`src/include/daq_regs_pkg.sv`:
```
/*
 * constants and carriers for the acquisition command and status register bank.
 * assumes a 16-bit host port with separate read and write strobes, one clock.
 */
// Behaviour
// - dma request when enabled and fifo holds data
// - triggers start counters only when acquisition enabled
// - scan enable steps mux-gain sequence, else fixed
// - scan divide takes mux clock from counter 1
// - count width: counter 4 alone or 4+5
// - format bit: straight binary or sign-extended
// - word read at offset 0 returns status
// - bit 15 shows pending board interrupt
// - bit 14 flags acquisition termination
// - analog clear write clears termination flag
// - bit 13 shows fifo not empty
// - conversion irq equals enable and not empty
// - bit 12 set on counter 2 rising edge
// - counter 2 clear strobe clears edge flag
// - word write at offset 0 loads command one
// - overflow sets flag, stops run, clear clears
// - overrun sets flag, stops run, clear clears
// - bit 11 shows acquisition in progress
package daq_regs_pkg;
    localparam logic [3:0] OFS_CMD_STATUS   = 4'h0;
    localparam logic [3:0] OFS_CMD_TWO      = 4'h2;
    localparam logic [3:0] OFS_AI_CLEAR     = 4'h8;
    localparam logic [3:0] OFS_DMA_TC_CLEAR = 4'hA;
    localparam logic [3:0] OFS_CNT2_CLEAR   = 4'hC;
    localparam int CMD_FMT      = 0;
    localparam int CMD_WIDTH    = 1;
    localparam int CMD_SCAN_CLOCK_DIVIDE  = 2;
    localparam int CMD_SCAN     = 3;
    localparam int CMD_ACQ      = 4;
    localparam int CMD_DMA      = 5;
    localparam int CMD_DUAL     = 6;
    localparam int CMD_CONV_IE  = 7;
    localparam int CMD_TC_IE    = 8;
    localparam int CMD_TERM_IE  = 9;
    localparam int CMD2_CNT2_IE = 0;
    localparam logic [15:0] CMD_RESET  = 16'h0000;
    localparam logic [15:0] FMT_SIGN_BIT = 16'h0800;

    typedef struct packed {
        logic        acq_termination_irq_enable;
        logic        terminal_count_irq_enable;
        logic        conversion_irq_enable;
        logic        dual_channel_dma_select;
        logic        dma_request_enable;
        logic        acquisition_enable;
        logic        scan_enable;
        logic        scan_clock_divide;
        logic        count_width_select;
        logic        data_format_select;
    } cmd_one_t;

    typedef struct packed {
        logic [1:0] gain;
        logic       active_dma_channel;
        logic       upper_mux_enabled;
        logic       lower_mux_enabled;
        logic [2:0] channel_address;
    } analog_state_t;
endpackage

```
`src/core/daq_command_status_regs.sv`:
```
/*
 * command register one, counter-2 enable and the read-only status word.
 * assumes host strobes are one-cycle pulses synchronous to clk, and that
 * fifo, counter and sequencer logic sit outside and use the control outputs.
 */
`timescale 1ns/1ps
`default_nettype none
module daq_command_status_regs
    import daq_regs_pkg::*;
(
    input  wire logic          clk,
    input  wire logic          nrst,
    input  wire logic [3:0]    bus_addr,
    input  wire logic          bus_wr,
    input  wire logic          bus_rd,
    input  wire logic          bus_word,
    input  wire logic [15:0]   bus_wdata,
    output logic      [15:0]   bus_rdata,
    input  wire logic          fifo_not_empty,
    input  wire logic [11:0]   fifo_raw,
    output logic      [15:0]   fifo_data_fmt,
    input  wire logic          sw_trigger,
    input  wire logic          start_trigger,
    input  wire logic          acq_done,
    input  wire logic          fifo_full_conv,
    input  wire logic          conv_overrun,
    input  wire logic          dma_tc_pulse,
    input  wire logic          counter_output_two,
    input  wire logic          conv_pulse,
    input  wire logic          counter1_out,
    input  wire analog_state_t analog_state,
    output logic               dma_request,
    output logic               counters_start,
    output logic               scan_step_enable,
    output logic               mux_clock,
    output logic               count_chain_32,
    output logic               acq_in_progress,
    output logic               irq
);
    logic [9:0] cmd_q;
    logic       cnt2_ie_q;
    logic       term_flag_q;
    logic       overflow_q;
    logic       overrun_q;
    logic       tc_flag_q;
    logic       cnt2_flag_q;
    logic       counter_output_two_prev_q;
    logic       counter_output_two_armed_q;
    logic       run_q;
    logic       run_d;
    logic [15:0] rdata_d;
    logic [15:0] fmt_d;
    cmd_one_t   cmd;
    logic [15:0] status_word;

    // host decode: word writes reach the command registers, any write reaches strobes
    wire wr_cmd1    = bus_wr && bus_word && bus_addr == OFS_CMD_STATUS;
    wire wr_cmd2    = bus_wr && bus_word && bus_addr == OFS_CMD_TWO;
    wire ai_clear   = bus_wr && bus_addr == OFS_AI_CLEAR;
    wire tc_clear   = bus_wr && bus_addr == OFS_DMA_TC_CLEAR;
    wire cnt2_clear = bus_wr && bus_addr == OFS_CNT2_CLEAR;
    wire rd_status  = bus_rd && bus_word && bus_addr == OFS_CMD_STATUS;

    // event decode
    wire trig       = sw_trigger || start_trigger;
    wire start_ok   = trig && cmd.acquisition_enable && !run_q;
    wire error_stop = fifo_full_conv || conv_overrun;
    wire stop_ev    = run_q && (acq_done || error_stop);
    wire counter_output_two_rise  = counter_output_two && !counter_output_two_prev_q && counter_output_two_armed_q;

    // interrupt sources gated by their enables
    wire term_irq   = term_flag_q && cmd.acq_termination_irq_enable;
    wire conv_irq   = fifo_not_empty && cmd.conversion_irq_enable;
    wire tc_irq     = tc_flag_q && cmd.terminal_count_irq_enable;
    wire cnt2_irq   = cnt2_flag_q && cnt2_ie_q;
    wire global_irq = term_irq || conv_irq || tc_irq || cnt2_irq;

    assign cmd = cmd_one_t'(cmd_q);

    // run state: start on an accepted trigger, end on completion or error
    always_comb begin
        run_d = run_q;
        if (start_ok) begin
            run_d = 1'b1;
        end
        if (stop_ev) begin
            run_d = 1'b0;
        end
    end

    // status word layout
    assign status_word = {global_irq,
                          term_flag_q,
                          fifo_not_empty,
                          cnt2_flag_q,
                          run_q,
                          tc_flag_q,
                          overflow_q,
                          overrun_q,
                          analog_state};

    // read data and formatted fifo data
    always_comb begin
        rdata_d = 16'h0000;
        if (rd_status) begin
            rdata_d = status_word;
        end
        if (cmd.data_format_select) begin
            fmt_d = {4'h0, fifo_raw};
        end else begin
            fmt_d = {{4{~fifo_raw[11]}}, fifo_raw ^ FMT_SIGN_BIT[11:0]};
        end
    end

    // command registers
    always_ff @(posedge clk or negedge nrst) begin
        if (!nrst) begin
            cmd_q     <= CMD_RESET[9:0];
            cnt2_ie_q <= 1'b0;
        end else begin
            if (wr_cmd1) begin
                cmd_q <= bus_wdata[9:0];
            end
            if (wr_cmd2) begin
                cnt2_ie_q <= bus_wdata[CMD2_CNT2_IE];
            end
        end
    end

    // sticky flag next values: a set in the clearing cycle wins
    wire term_flag_d = stop_ev || (term_flag_q && !ai_clear);
    wire overflow_d  = fifo_full_conv || (overflow_q && !ai_clear);
    wire overrun_d   = conv_overrun || (overrun_q && !ai_clear);
    wire tc_flag_d   = dma_tc_pulse || (tc_flag_q && !tc_clear);
    wire cnt2_flag_d = counter_output_two_rise || (cnt2_flag_q && !cnt2_clear);

    // termination flag: set by every run stop, normal or error
    always_ff @(posedge clk or negedge nrst) begin
        if (!nrst) begin
            term_flag_q <= 1'b0;
        end else begin
            term_flag_q <= term_flag_d;
        end
    end

    // overflow flag: also set while idle, only a run is stopped by it
    always_ff @(posedge clk or negedge nrst) begin
        if (!nrst) begin
            overflow_q <= 1'b0;
        end else begin
            overflow_q <= overflow_d;
        end
    end

    // overrun flag: same life cycle as the overflow flag
    always_ff @(posedge clk or negedge nrst) begin
        if (!nrst) begin
            overrun_q <= 1'b0;
        end else begin
            overrun_q <= overrun_d;
        end
    end

    // dma terminal count flag, cleared by its own strobe
    always_ff @(posedge clk or negedge nrst) begin
        if (!nrst) begin
            tc_flag_q <= 1'b0;
        end else begin
            tc_flag_q <= tc_flag_d;
        end
    end

    // counter-2 edge flag, cleared by its own strobe
    always_ff @(posedge clk or negedge nrst) begin
        if (!nrst) begin
            cnt2_flag_q <= 1'b0;
        end else begin
            cnt2_flag_q <= cnt2_flag_d;
        end
    end

    // run state
    always_ff @(posedge clk or negedge nrst) begin
        if (!nrst) begin
            run_q <= 1'b0;
        end else begin
            run_q <= run_d;
        end
    end

    // counter-2 edge history; the armed flop stops a pin already high at release
    always_ff @(posedge clk or negedge nrst) begin
        if (!nrst) begin
            counter_output_two_prev_q  <= 1'b0;
            counter_output_two_armed_q <= 1'b0;
        end else begin
            counter_output_two_prev_q  <= counter_output_two;
            counter_output_two_armed_q <= 1'b1;
        end
    end

    // registered read data: status for one cycle after a status read, else zero
    always_ff @(posedge clk or negedge nrst) begin
        if (!nrst) begin
            bus_rdata <= 16'h0000;
        end else begin
            bus_rdata <= rdata_d;
        end
    end

    // registered formatted fifo data, one cycle behind the raw code
    always_ff @(posedge clk or negedge nrst) begin
        if (!nrst) begin
            fifo_data_fmt <= 16'h0000;
        end else begin
            fifo_data_fmt <= fmt_d;
        end
    end

    // control outputs to the acquisition datapath
    assign dma_request      = cmd.dma_request_enable && fifo_not_empty;
    assign counters_start   = start_ok;
    assign scan_step_enable = cmd.scan_enable;
    assign mux_clock        = cmd.scan_clock_divide ? counter1_out : conv_pulse;
    assign count_chain_32   = cmd.count_width_select;
    assign acq_in_progress  = run_q;
    assign irq              = global_irq;
endmodule
`default_nettype wire

```
`config.mk`:
```
export PLATFORM = sky130hd
export DESIGN_NAME = daq_command_status_regs
export DESIGN_NICKNAME = d
export VERILOG_FILES = /design/src/include/daq_regs_pkg.sv /design/src/core/daq_command_status_regs.sv
export SDC_FILE = /design/constraint.sdc
export NUM_CORES = 1
export LEC_CHECK = 0
export BUFFER_PORTS_ARGS = -buffer_cell sky130_fd_sc_hd__buf_4
export CAP_MARGIN = 20
export CORE_UTILIZATION = 43
export DETAILED_ROUTE_END_ITERATION = 10
export PLACE_DENSITY = 0.87
export SLEW_MARGIN = 20
export SYNTH_ARGS = -nofsm -noshare
export SYNTH_HDL_FRONTEND = slang
export SYNTH_SLANG_ARGS = --single-unit
```
`constraint.sdc`:
```
create_clock -name clk -period 1.21 [get_ports clk]
set_input_delay 0.363 -clock clk [delete_from_list [all_inputs] [get_ports clk]]
set_output_delay 0.363 -clock clk [all_outputs]
set_load 0.02 [all_outputs]
```
# Word level (Yosys, flattened, before mapping)
# Cells that the tools add are included.
classes:
  eq_ne: 4
  muxes: 5
  bitwise_logic: 1
  reduce_logical: 41
op_table:
  columns: ["operator", "n"]
  rows:
  - ["$mux W16", 2]
  - ["$logic_and A1 B1 Y1", 23]
  - ["$eq A4 B4 Y1 const B", 3]
  - ["$logic_or A1 B1 Y1", 11]
  - ["$logic_not A1 Y1", 5]
  - ["$eq A4 B2 Y1 const B", 1]
  - ["$logic_not A4 Y1", 1]
  - ["$mux W1", 3]
  - ["$reduce_bool A2 Y1", 1]
  - ["$not A1 Y1", 1]
totals:
  register_bits: 51
  inputBits: 55
  wordCells: 63

# Depth between registers and ports, before layout
# Gate-level depths: netlist of the first run.
logic_depth:
  depth_word: 5
  ltp_mapped: 4
  ltp_nobuf: 3

# Worst setup path after synthesis of the first run
# Ideal clock, no wire load.
synth_timing:
  kind: "input -> register"
  start: "input port bus_addr[3]"
  end: "register cmd_q[0], in the netlist cmd[0]"
  setup_time_ps: 125
  arrival_ps: 1082
  slack_ps: 4
  path_stages: 3
  n_path_buf: 0
  cell_sequence: "nor4b_4 nand2_2 mux2_2"
synth_via:
  elab_chain_len: 2
synth_lines:
  columns: ["element", "line_no", "source"]
  rows:
  - ["start: declaration", "daq_command_status_regs.sv:13", "input wire logic [3:0] bus_addr,"]
  - ["$logic_not A4 Y1", "daq_command_status_regs.sv:57", "wire wr_cmd1 = bus_wr && bus_word && bus_addr == OFS_CMD_STATUS;"]
  - ["$logic_and A1 B1 Y1", "daq_command_status_regs.sv:57", null]
  - ["end signal: assignment", "daq_command_status_regs.sv:118", "cmd_q <= CMD_RESET[9:0];"]
  - ["end signal: assignment", "daq_command_status_regs.sv:122", "cmd_q <= bus_wdata[9:0];"]
  - ["end: declaration", "daq_command_status_regs.sv:40", "logic [9:0] cmd_q;"]
# No other way between the ends.
# A chain may end at the register's enable or synchronous reset.

# Worst setup path after layout of the first run
layout_timing:
  start: "register tc_flag_q"
  end: "output port irq"
layout_via:
  elab_chain_len: 3
layout_lines:
  columns: ["element", "line_no", "source"]
  rows:
  - ["start: declaration", "daq_command_status_regs.sv:45", "logic tc_flag_q;"]
  - ["start signal: assignment", "daq_command_status_regs.sv:169", "tc_flag_q <= tc_flag_d;"]
  - ["$logic_and A1 B1 Y1", "daq_command_status_regs.sv:74", "wire tc_irq = tc_flag_q && cmd.terminal_count_irq_enable;"]
  - ["$logic_or A1 B1 Y1 (2 in series)", "daq_command_status_regs.sv:76", "wire global_irq = term_irq || conv_irq || tc_irq || cnt2_irq;"]
  - ["end: declaration", "daq_command_status_regs.sv:38", "output logic irq"]
# No other way between the ends.

==> impl_results.md, run 1 <==
- Register area share after synthesis: a little under three quarters
- Post-route setup slack: -0.283 ns
- Combinational Power Share: 20.6%
- Vias: 1,160
- Die area: between 4000 and 5000 um2
- Violated checks: setup timing
- FP Rows: 22
- Min cycle time layout: approximately 1.5 ns
- Remaining routing DRC violations: 0
- Worst EP required: about 0.85 ns
- Worst-path cell chain: a22oi_2 > nand2_1 > buf_6
- Fraction of registers with async set/reset: 100%
- Clock latency on the worst-skew pair: around 0.29 ns
- CTS sink cnt: 47
- Drt via density: around 4.6
- Most flops, register: bus_rdata
- Final core occ: slightly below 70%
- First-pass GRT wire length: approximately 5300 um
- Synth unique cells: 25
- PwrDens: 1300 nW/um2
- Sw Pwr: 0.827 mW
- CP max-delay cell: dfrtp_1
- Post-synth top area share: between 70% and 80%
- Post-DR wirelength/cell: 13.5 um
- Area leader, netlist: dfrtp_1
- IO Count: 94
- Startpoint Class: flip-flop
- H-tree lvl count: 2
- Synthesized Nets: approximately 160
- N_diodes: 0
- Slew HR: a little over three fifths
- Mapped Area: approximately 1600 um2
- Max reg flops: 16
- Critical Path End Type: primary output
- Internal power: approximately 2.5 mW
- Sequential Power Share: between 50 and 60%
- Register-to-register setup slack: 0.24 ns
- Worst vdd ir: between 700 and 800 uV
- Drt total wl: 3400 um
- Final clock skew: approximately 0.0051 ns
- Clock group share of total power: about a quarter
- Max_cap viols: 0
- Ranking of synthesized cells by area: dfrtp_1 (72%), mux2_2 (7.5%), and2_1 (6.5%)
- CTS Buf Count: 5
- Number of buffers on the longest clock path: 2
- Routability Congestion: about 0.72
- Floorplan die height: approximately 64 um
- Most instantiated library cell after synthesis: dfrtp_1
- Reg2Reg Depth: 3
- Core area: ~3700 um2
- CP bufs+invs: 1
- CTS tree: yes
- Grt total ovfl: 0
- Reg clk slew, reported paths: about 0.07 ns
- Filler cells: approximately 260
- Delay of the slowest critical-path stage: ~0.4 ns
- LEAKAGE: 1.31 nW
- Fin crit share: 123%
- DP HPWL: 2650 um
- Layout cell share with drive strength beyond 1: 58.3%
- Worst reg2reg path startpoint: tc_flag_q$_DFF_PN0_
- Post-synth EDFFs: 0
- Delay-heaviest family, CP: flip-flops
- Post-synth top cells: dfrtp_1 (47), and2_1 (17), mux2_2 (11), inv_1 (4)
- Max Transition Viols Final: 0
- Max Clk Rate: ~670 MHz
- Port buffer count: 86
- Final setup fails: 9
- Layout area overhead: 55.1%
- Die width: 63.8 um
- Cells after Synth: 107
- #FFs+latches synth: 47
- Setup TNS: -1.07 ns
- Sw frac: about 25%
- Vias in the first global route: around 1.1k
- Root buffer cell: clkbuf_8
- Worst flop-to-flop path endpoint: bus_rdata[15]$_DFF_PN0_
- Synth Flop Type: dfrtp_1
- Status: complete, but fails checks
- Pin count of the biggest net entering global routing: 48
- Initial Utilization: between 40 and 50%
- Gr usage total: 18.2%
- Initial DRC Count: 36
- Syn avg cell area: between 15 and 20 um2
- CP Depth: 3
- Antenna viol nets, final: 0
- CP arrival: ~1.1 ns
- Initial antenna violation count: 0
- Router iterations before antenna repair: 4
- Layout Nets: approximately 260
- Worst Tran Pin Value: between 0.5 and 0.6 ns
- Worst hold path class: input pin to asynchronous set/reset pin
- Final Hold Fails: 0
- Ys Warns: 0
- Worst-path maximum fanout: 2
- CP Class: flip-flop to primary output
- RSZ-0062 raised after global routing: yes
## placed cells by master (no fill, tap or decap), drive strengths merged, types with 2 or more instances in the layout
cell	netlist	final
buf	4	93
dfrtp	47	47
and2	17	17
mux2	11	11
clkbuf	0	6
inv	4	4
nand2	4	4
a21o	3	3
a22oi	2	2
## stage by stage
| step | cell area [um2] | setup slack, ns | hold slack, ns | instances | total power [mW] |
|---|---|---|---|---|---|
| 5_1_grt | 2550 | -0.383 | 0.0919 | 252 | 3.52 |
| 6_report | 2550 | -0.283 | 0.0596 | 252 | 3.32 |
| 4_1_cts | 2500 | -0.297 | 0.0764 | 251 | 3.34 |
| 2_1_floorplan | 1640 | 0.00357 | 0.0674 | 107 | 2.05 |
| 3_5_place_dp | 2350 | -0.230 | 0.396 | 242 | 2.40 |
| 3_3_place_gp | 2350 | -0.207 | 0.390 | 242 | 2.38 |
## area by class of cell
cell class                 instances  area, um2  share of cell area, %
sequential                        47       1180                   46.2
multi-input combinational         52        429                   16.8
clock buffer                       6       72.6                   2.85
tap                               48       60.1                   2.36
inverter                           4       15.0                  0.589
timing repair buffer              93        781                   30.6
clock inverter                     2       12.5                  0.491
## metal layers
metal	routed length, um	vias up	track usage (%)
met1	1310	542	20.9
li1	-	545	-
met5	0	-	0
met2	1750	65	30.2
met3	248	8	6.25
met4	89	0	8.81
## how the worst max path moves through the flow
| stage | startpoint | endpoint |
|---|---|---|
| 2_1_floorplan | bus_addr[3] | cmd[0]$_DFFE_PN0P_ |
| 3_3_place_gp | bus_addr[3] | cmd[0]$_DFFE_PN0P_ |
| 3_5_place_dp | bus_addr[3] | cmd[9]$_DFFE_PN0P_ |
| 4_1_cts | tc_flag_q$_DFF_PN0_ | irq |
| 5_1_grt | tc_flag_q$_DFF_PN0_ | irq |
| 6_report | tc_flag_q$_DFF_PN0_ | irq |
## power by group through the flow
stage | combinational [mW] | clock [mW] | sequential, mW
after floorplan | 0.210 | 0 | 1.84
after global placement | 0.598 | 0 | 1.78
after detailed placement | 0.610 | 0 | 1.79
after CTS | 0.671 | 0.901 | 1.77
after global routing | 0.737 | 0.993 | 1.79
final | 0.686 | 0.864 | 1.77
## cells by family (layout without fill, tap and decap cells)
logic type / count (synthesis) / after routing / synth area share (%)
multiplexers: 11 / 11 / 7.54
buffers and inverters: 8 / 105 / 2.97
adder cells (fa/ha/maj): 1 / 1 / 0.761
flip-flops: 47 / 47 / 71.6
other: 1 / 1 / 0.228
AO/OA/AOI/OAI: 9 / 9 / 4.42
AND/OR/NAND/NOR: 30 / 30 / 12.5
## worst register-to-register path, stage by stage (launching register included)
cell	delay (ns)
dfrtp_1	0.40
a22oi_2	0.21
nand2_1	0.10
and2_1	0.16
## repair_timing
action | CTS | global route
pin swaps | 3 | 0
setup buffers | 1 | 1
endpoints found under the setup margin | 12 | 21
gates resized for setup | 16 | 11
hold buffers | 0 | 0
(Power assumes the default switching activity.)
==> inputs of run 2 (changes only) <==
- ABC_AREA: default -> 1
- CORE_UTILIZATION: 43 -> 44
- PLACE_DENSITY: 0.87 -> 0.86
- SLEW_MARGIN: 20 -> 40
==> run 2 against run 1 <==
  * The flow still finishes with violations (setup timing)
  * Routed wire length grew 7.6%
  * Via count grew 24%
  * Count of clock-buffer cells in the layout is the same
  * Final area grew 9.0%
  * Critical path type unchanged
  * Critical endpoint is now mux_clock
  * Largest power group unchanged
==> impl_results.md, run 2 <==
- Worst EP required: 0.85 ns (about the same)
- Ranking of synthesized cells by area: dfrtp_1 (66%), nand2_1 (9.1%), inv_1 (6.1%) (was dfrtp_1 (72%), mux2_2 (7.5%), and2_1 (6.5%))
- Dpl cells: 303 (was 242)
- Drt total wl: 3660 um (was 3400 um)
- Port buffer count: 86 (unchanged)
- Fin crit share: 123% (about the same)
- Vias: 1,438 (was 1,160)
- #FFs+latches synth: 47 (unchanged)
- Router iterations before antenna repair: 4 (unchanged)
- Area leader, netlist: dfrtp_1 (unchanged)
- Routability Congestion: 0.815 (was 0.716)
- Synthesized Nets: 226 (was 163)
- Number of buffers on the longest clock path: 2 (unchanged)
- Post-DR wirelength/cell: 11.5 um (was 13.5 um)
- First-pass GRT wire length: 6000 um (was 5330 um)
- Root buffer cell: clkbuf_8 (unchanged)
- Die width: 65.6 um (was 63.8 um)
- Most instantiated library cell after synthesis: dfrtp_1 (unchanged)
- DP HPWL: 2810 um (was 2650 um)
- Initial Utilization: 47.2% (was 44.9%)
- Worst Hold Depth: 1
- Layout Nets: 324 (was 259)
- Worst reg2reg path startpoint: cmd[4]$_DFFE_PN0P_ (was tc_flag_q$_DFF_PN0_)
- Initial antenna violation count: 0 (unchanged)
- Vias in the first global route: 1,376 (was 1,108)
- Cells after Synth: 170 (was 107)
- Die area: 4300 um2 (was 4070 um2)
- Reg clk slew, reported paths: 0.08 ns (was 0.07 ns)
- Synth Flop Type: dfrtp_1 (unchanged)
- CP max-delay cell: dfrtp_1 (unchanged)
- Core area: 3770 um2 (was 3660 um2)
- Gr usage total: 18.7% (was 18.2%)
- Final setup fails: 9 (unchanged)
- Post-synth top area share: 66.1% (was 71.6%)
- CTS Buf Count: 5 (unchanged)
- Max_cap viols: 0 (unchanged)
- Min cycle time layout: 1.49 ns (about the same)
- CTS sink cnt: 47 (unchanged)
- LEAKAGE: 1.57 nW (was 1.31 nW)
- Max reg flops: 16 (unchanged)
- Critical Path End Type: primary output (unchanged)
- Non-filler cells, final: 317 (was 252)
- Fraction of registers with async set/reset: 100% (unchanged)
- Area post-placement: 2500 um2 (was 2350 um2)
- Layout cell share with drive strength beyond 1: 46.5% (was 58.3%)
- Pin count of the biggest net entering global routing: 26 (was 48)
- CP Class: flip-flop to primary output (unchanged)
- Final clock skew: 0.00558 ns (was 0.00506 ns)
- RSZ-0062 raised after global routing: yes (unchanged)
- Max Clk Rate: 671 MHz (was 670 MHz)
- Status: complete, but fails checks (unchanged)
- Worst hold path startpoint: fifo_raw[7]
- Mapped Area: 1780 um2 (was 1640 um2)
- Remaining routing DRC violations: 0 (unchanged)
- Power after layout: 3.84 mW (was 3.32 mW)
- Synth unique cells: 19 (was 25)
- Ys Warns: 0 (unchanged)
- Most frequent cells in the layout: buf_4 (73), dfrtp_1 (46), nand2_1 (42) (was buf_4 (71), dfrtp_1 (46), buf_6 (22))
- Initial DRC Count: 57 (was 36)
- Cell area after layout: 2780 um2 (was 2550 um2)
- N_diodes: 0 (unchanged)
- Drt via density: 4.54 (was 4.60)
- Setup TNS: -0.867 ns (was -1.07 ns)
- Worst vdd ir: 920 uV (was 754 uV)
- Grt total ovfl: 0 (unchanged)
- Worst-path cell chain: mux2_4 > buf_6 (was a22oi_2 > nand2_1 > buf_6)
- Hold Path End: fifo_data_fmt[7]$_DFF_PN0_
- PwrDens: 1380 nW/um2 (was 1300 nW/um2)
- Post-route setup slack: -0.281 ns (was -0.283 ns)
- FP Rows: 22 (unchanged)
- Register area share after synthesis: 66.1% (was 71.6%)
- Delay of the slowest critical-path stage: 0.40 ns (about the same)
- Clock latency on the worst-skew pair: 0.29 ns (about the same)
- Post-synth top cells: dfrtp_1 (47), nand2_1 (43), inv_1 (29), nand4_1 (10), nor2_2 (10) (was dfrtp_1 (47), and2_1 (17), mux2_2 (11), inv_1 (4))
- Startpoint Class: flip-flop (unchanged)
- Worst-path maximum fanout: 2 (unchanged)
- Worst flop-to-flop path endpoint: cmd[4]$_DFFE_PN0P_ (was bus_rdata[15]$_DFF_PN0_)
- CP arrival: 1.13 ns (about the same)
- Floorplan die height: 65.6 um (was 63.8 um)
- Layout area overhead: 55.9% (was 55.1%)
- Syn avg cell area: 10.5 um2 (was 15.4 um2)
- Antenna viol nets, final: 0 (unchanged)
- IO Count: 94 (unchanged)
- Reg2Reg Depth: 4 (was 3)
- Worst hold path class: input pin to flip-flop (was input pin to asynchronous set/reset pin)
- Max Transition Viols Final: 0 (unchanged)
- Most flops, register: bus_rdata (unchanged)
- Register-to-register setup slack: 0.36 ns (was 0.24 ns)
- Post-synth EDFFs: 0 (unchanged)
- CTS tree: yes (unchanged)
- Final Hold Fails: 0 (unchanged)
- H-tree lvl count: 2 (unchanged)
- Most common cell after layout, fill and taps aside: buf_4 (unchanged)
- Violated checks: setup timing (unchanged)
## run 2: changes by cell type in the layout (fill, tap and decap cells not counted), moves of 3 or more
cell,previous run,this run
nor2_1,1,8
nand2_1,3,42
nor2_2,0,10
nand4_1,1,10
nand3_1,1,5
mux2_2,10,0
inv_1,3,26
a21o_1,3,0
and2_1,16,0
## run 2: timing repair
item / 4_1_cts / 5_1_grt
setup endpoints to repair: 12 / 22
hold buffers: 1 / 0
pin swaps: 1 / 0
resized for setup: 14 / 16
hold endpoints to repair: 23 / 0
setup buffers: 3 / 2
## run 2: how the worst max path moves through the flow
stage,startpoint,end,slack (ns),cells past startpoint
floorplan,acq_in_progress$_DFFE_PN0P_,counters_start,0.04,1
global placement,counter1_out,mux_clock,-0.02,3
detailed placement,start_trigger,counters_start,-0.03,4
CTS,cmd[2]$_DFFE_PN0P_,mux_clock,-0.29,2
global route,cmd[2]$_DFFE_PN0P_,mux_clock,-0.31,2
finish,cmd[2]$_DFFE_PN0P_,mux_clock,-0.28,2
## run 2: routing by layer
layer	wire length, um	up-vias	global-route usage [%]	share of wire, %
li1	-	705	-	-
met1	1420	659	21.7	39
met2	1940	68	33.2	53
met3	249	6	5.73	6.8
met4	42	0	4.89	1.1
met5	0	-	0	0
## run 2: final cells by class
class,instances,area [um2]
repair buffers,98,846
well taps,48,60.1
inverters,29,109
clock inverters,2,60.1
fillers,291,995
flip-flops and latches,47,1180
multi-input cells,87,452
clock buffers,6,72.6
## run 2: cells by family (layout without fill, tap and decap cells)
family / Yosys count / count (layout) / share of synthesized area, %
other: 1 / 1 / 0.211
muxes: 1 / 1 / 0.632
and+or+nand+nor: 81 / 81 / 22.4
AOI/OAI and AO/OA: 3 / 3 / 0.843
buffers and inverters: 36 / 135 / 9.14
DFF: 47 / 47 / 66.1
adders and majority gates: 1 / 1 / 0.703
## run 2: metrics by stage
| step | utilization, % | hold WS (ns) | setup slack (ns) |
|---|---|---|---|
| 4_1_cts | 71.9 | 0.163 | -0.290 |
| 3_3_place_gp | 66.4 | 0.287 | -0.0206 |
| 3_5_place_dp | 66.4 | 0.288 | -0.0297 |
| 2_1_floorplan | - | 0.0674 | 0.0417 |
| 5_1_grt | 73.6 | 0.155 | -0.310 |
| 6_report | 73.6 | 0.171 | -0.281 |
## run 2: power breakdown
part / switching (mW) / internal, mW / total (mW)
logic: 0.362 / 0.390 / 0.752
registers: 0.0770 / 1.69 / 1.77
clock network: 0.495 / 0.825 / 1.32
## run 2: critical path: cells and delay by family, from the launching register on
| family | cells | cell delay [ns] |
|---|---|---|
| buf+inv | 1 | 0.13 |
| flops | 1 | 0.40 |
| mux | 1 | 0.31 |
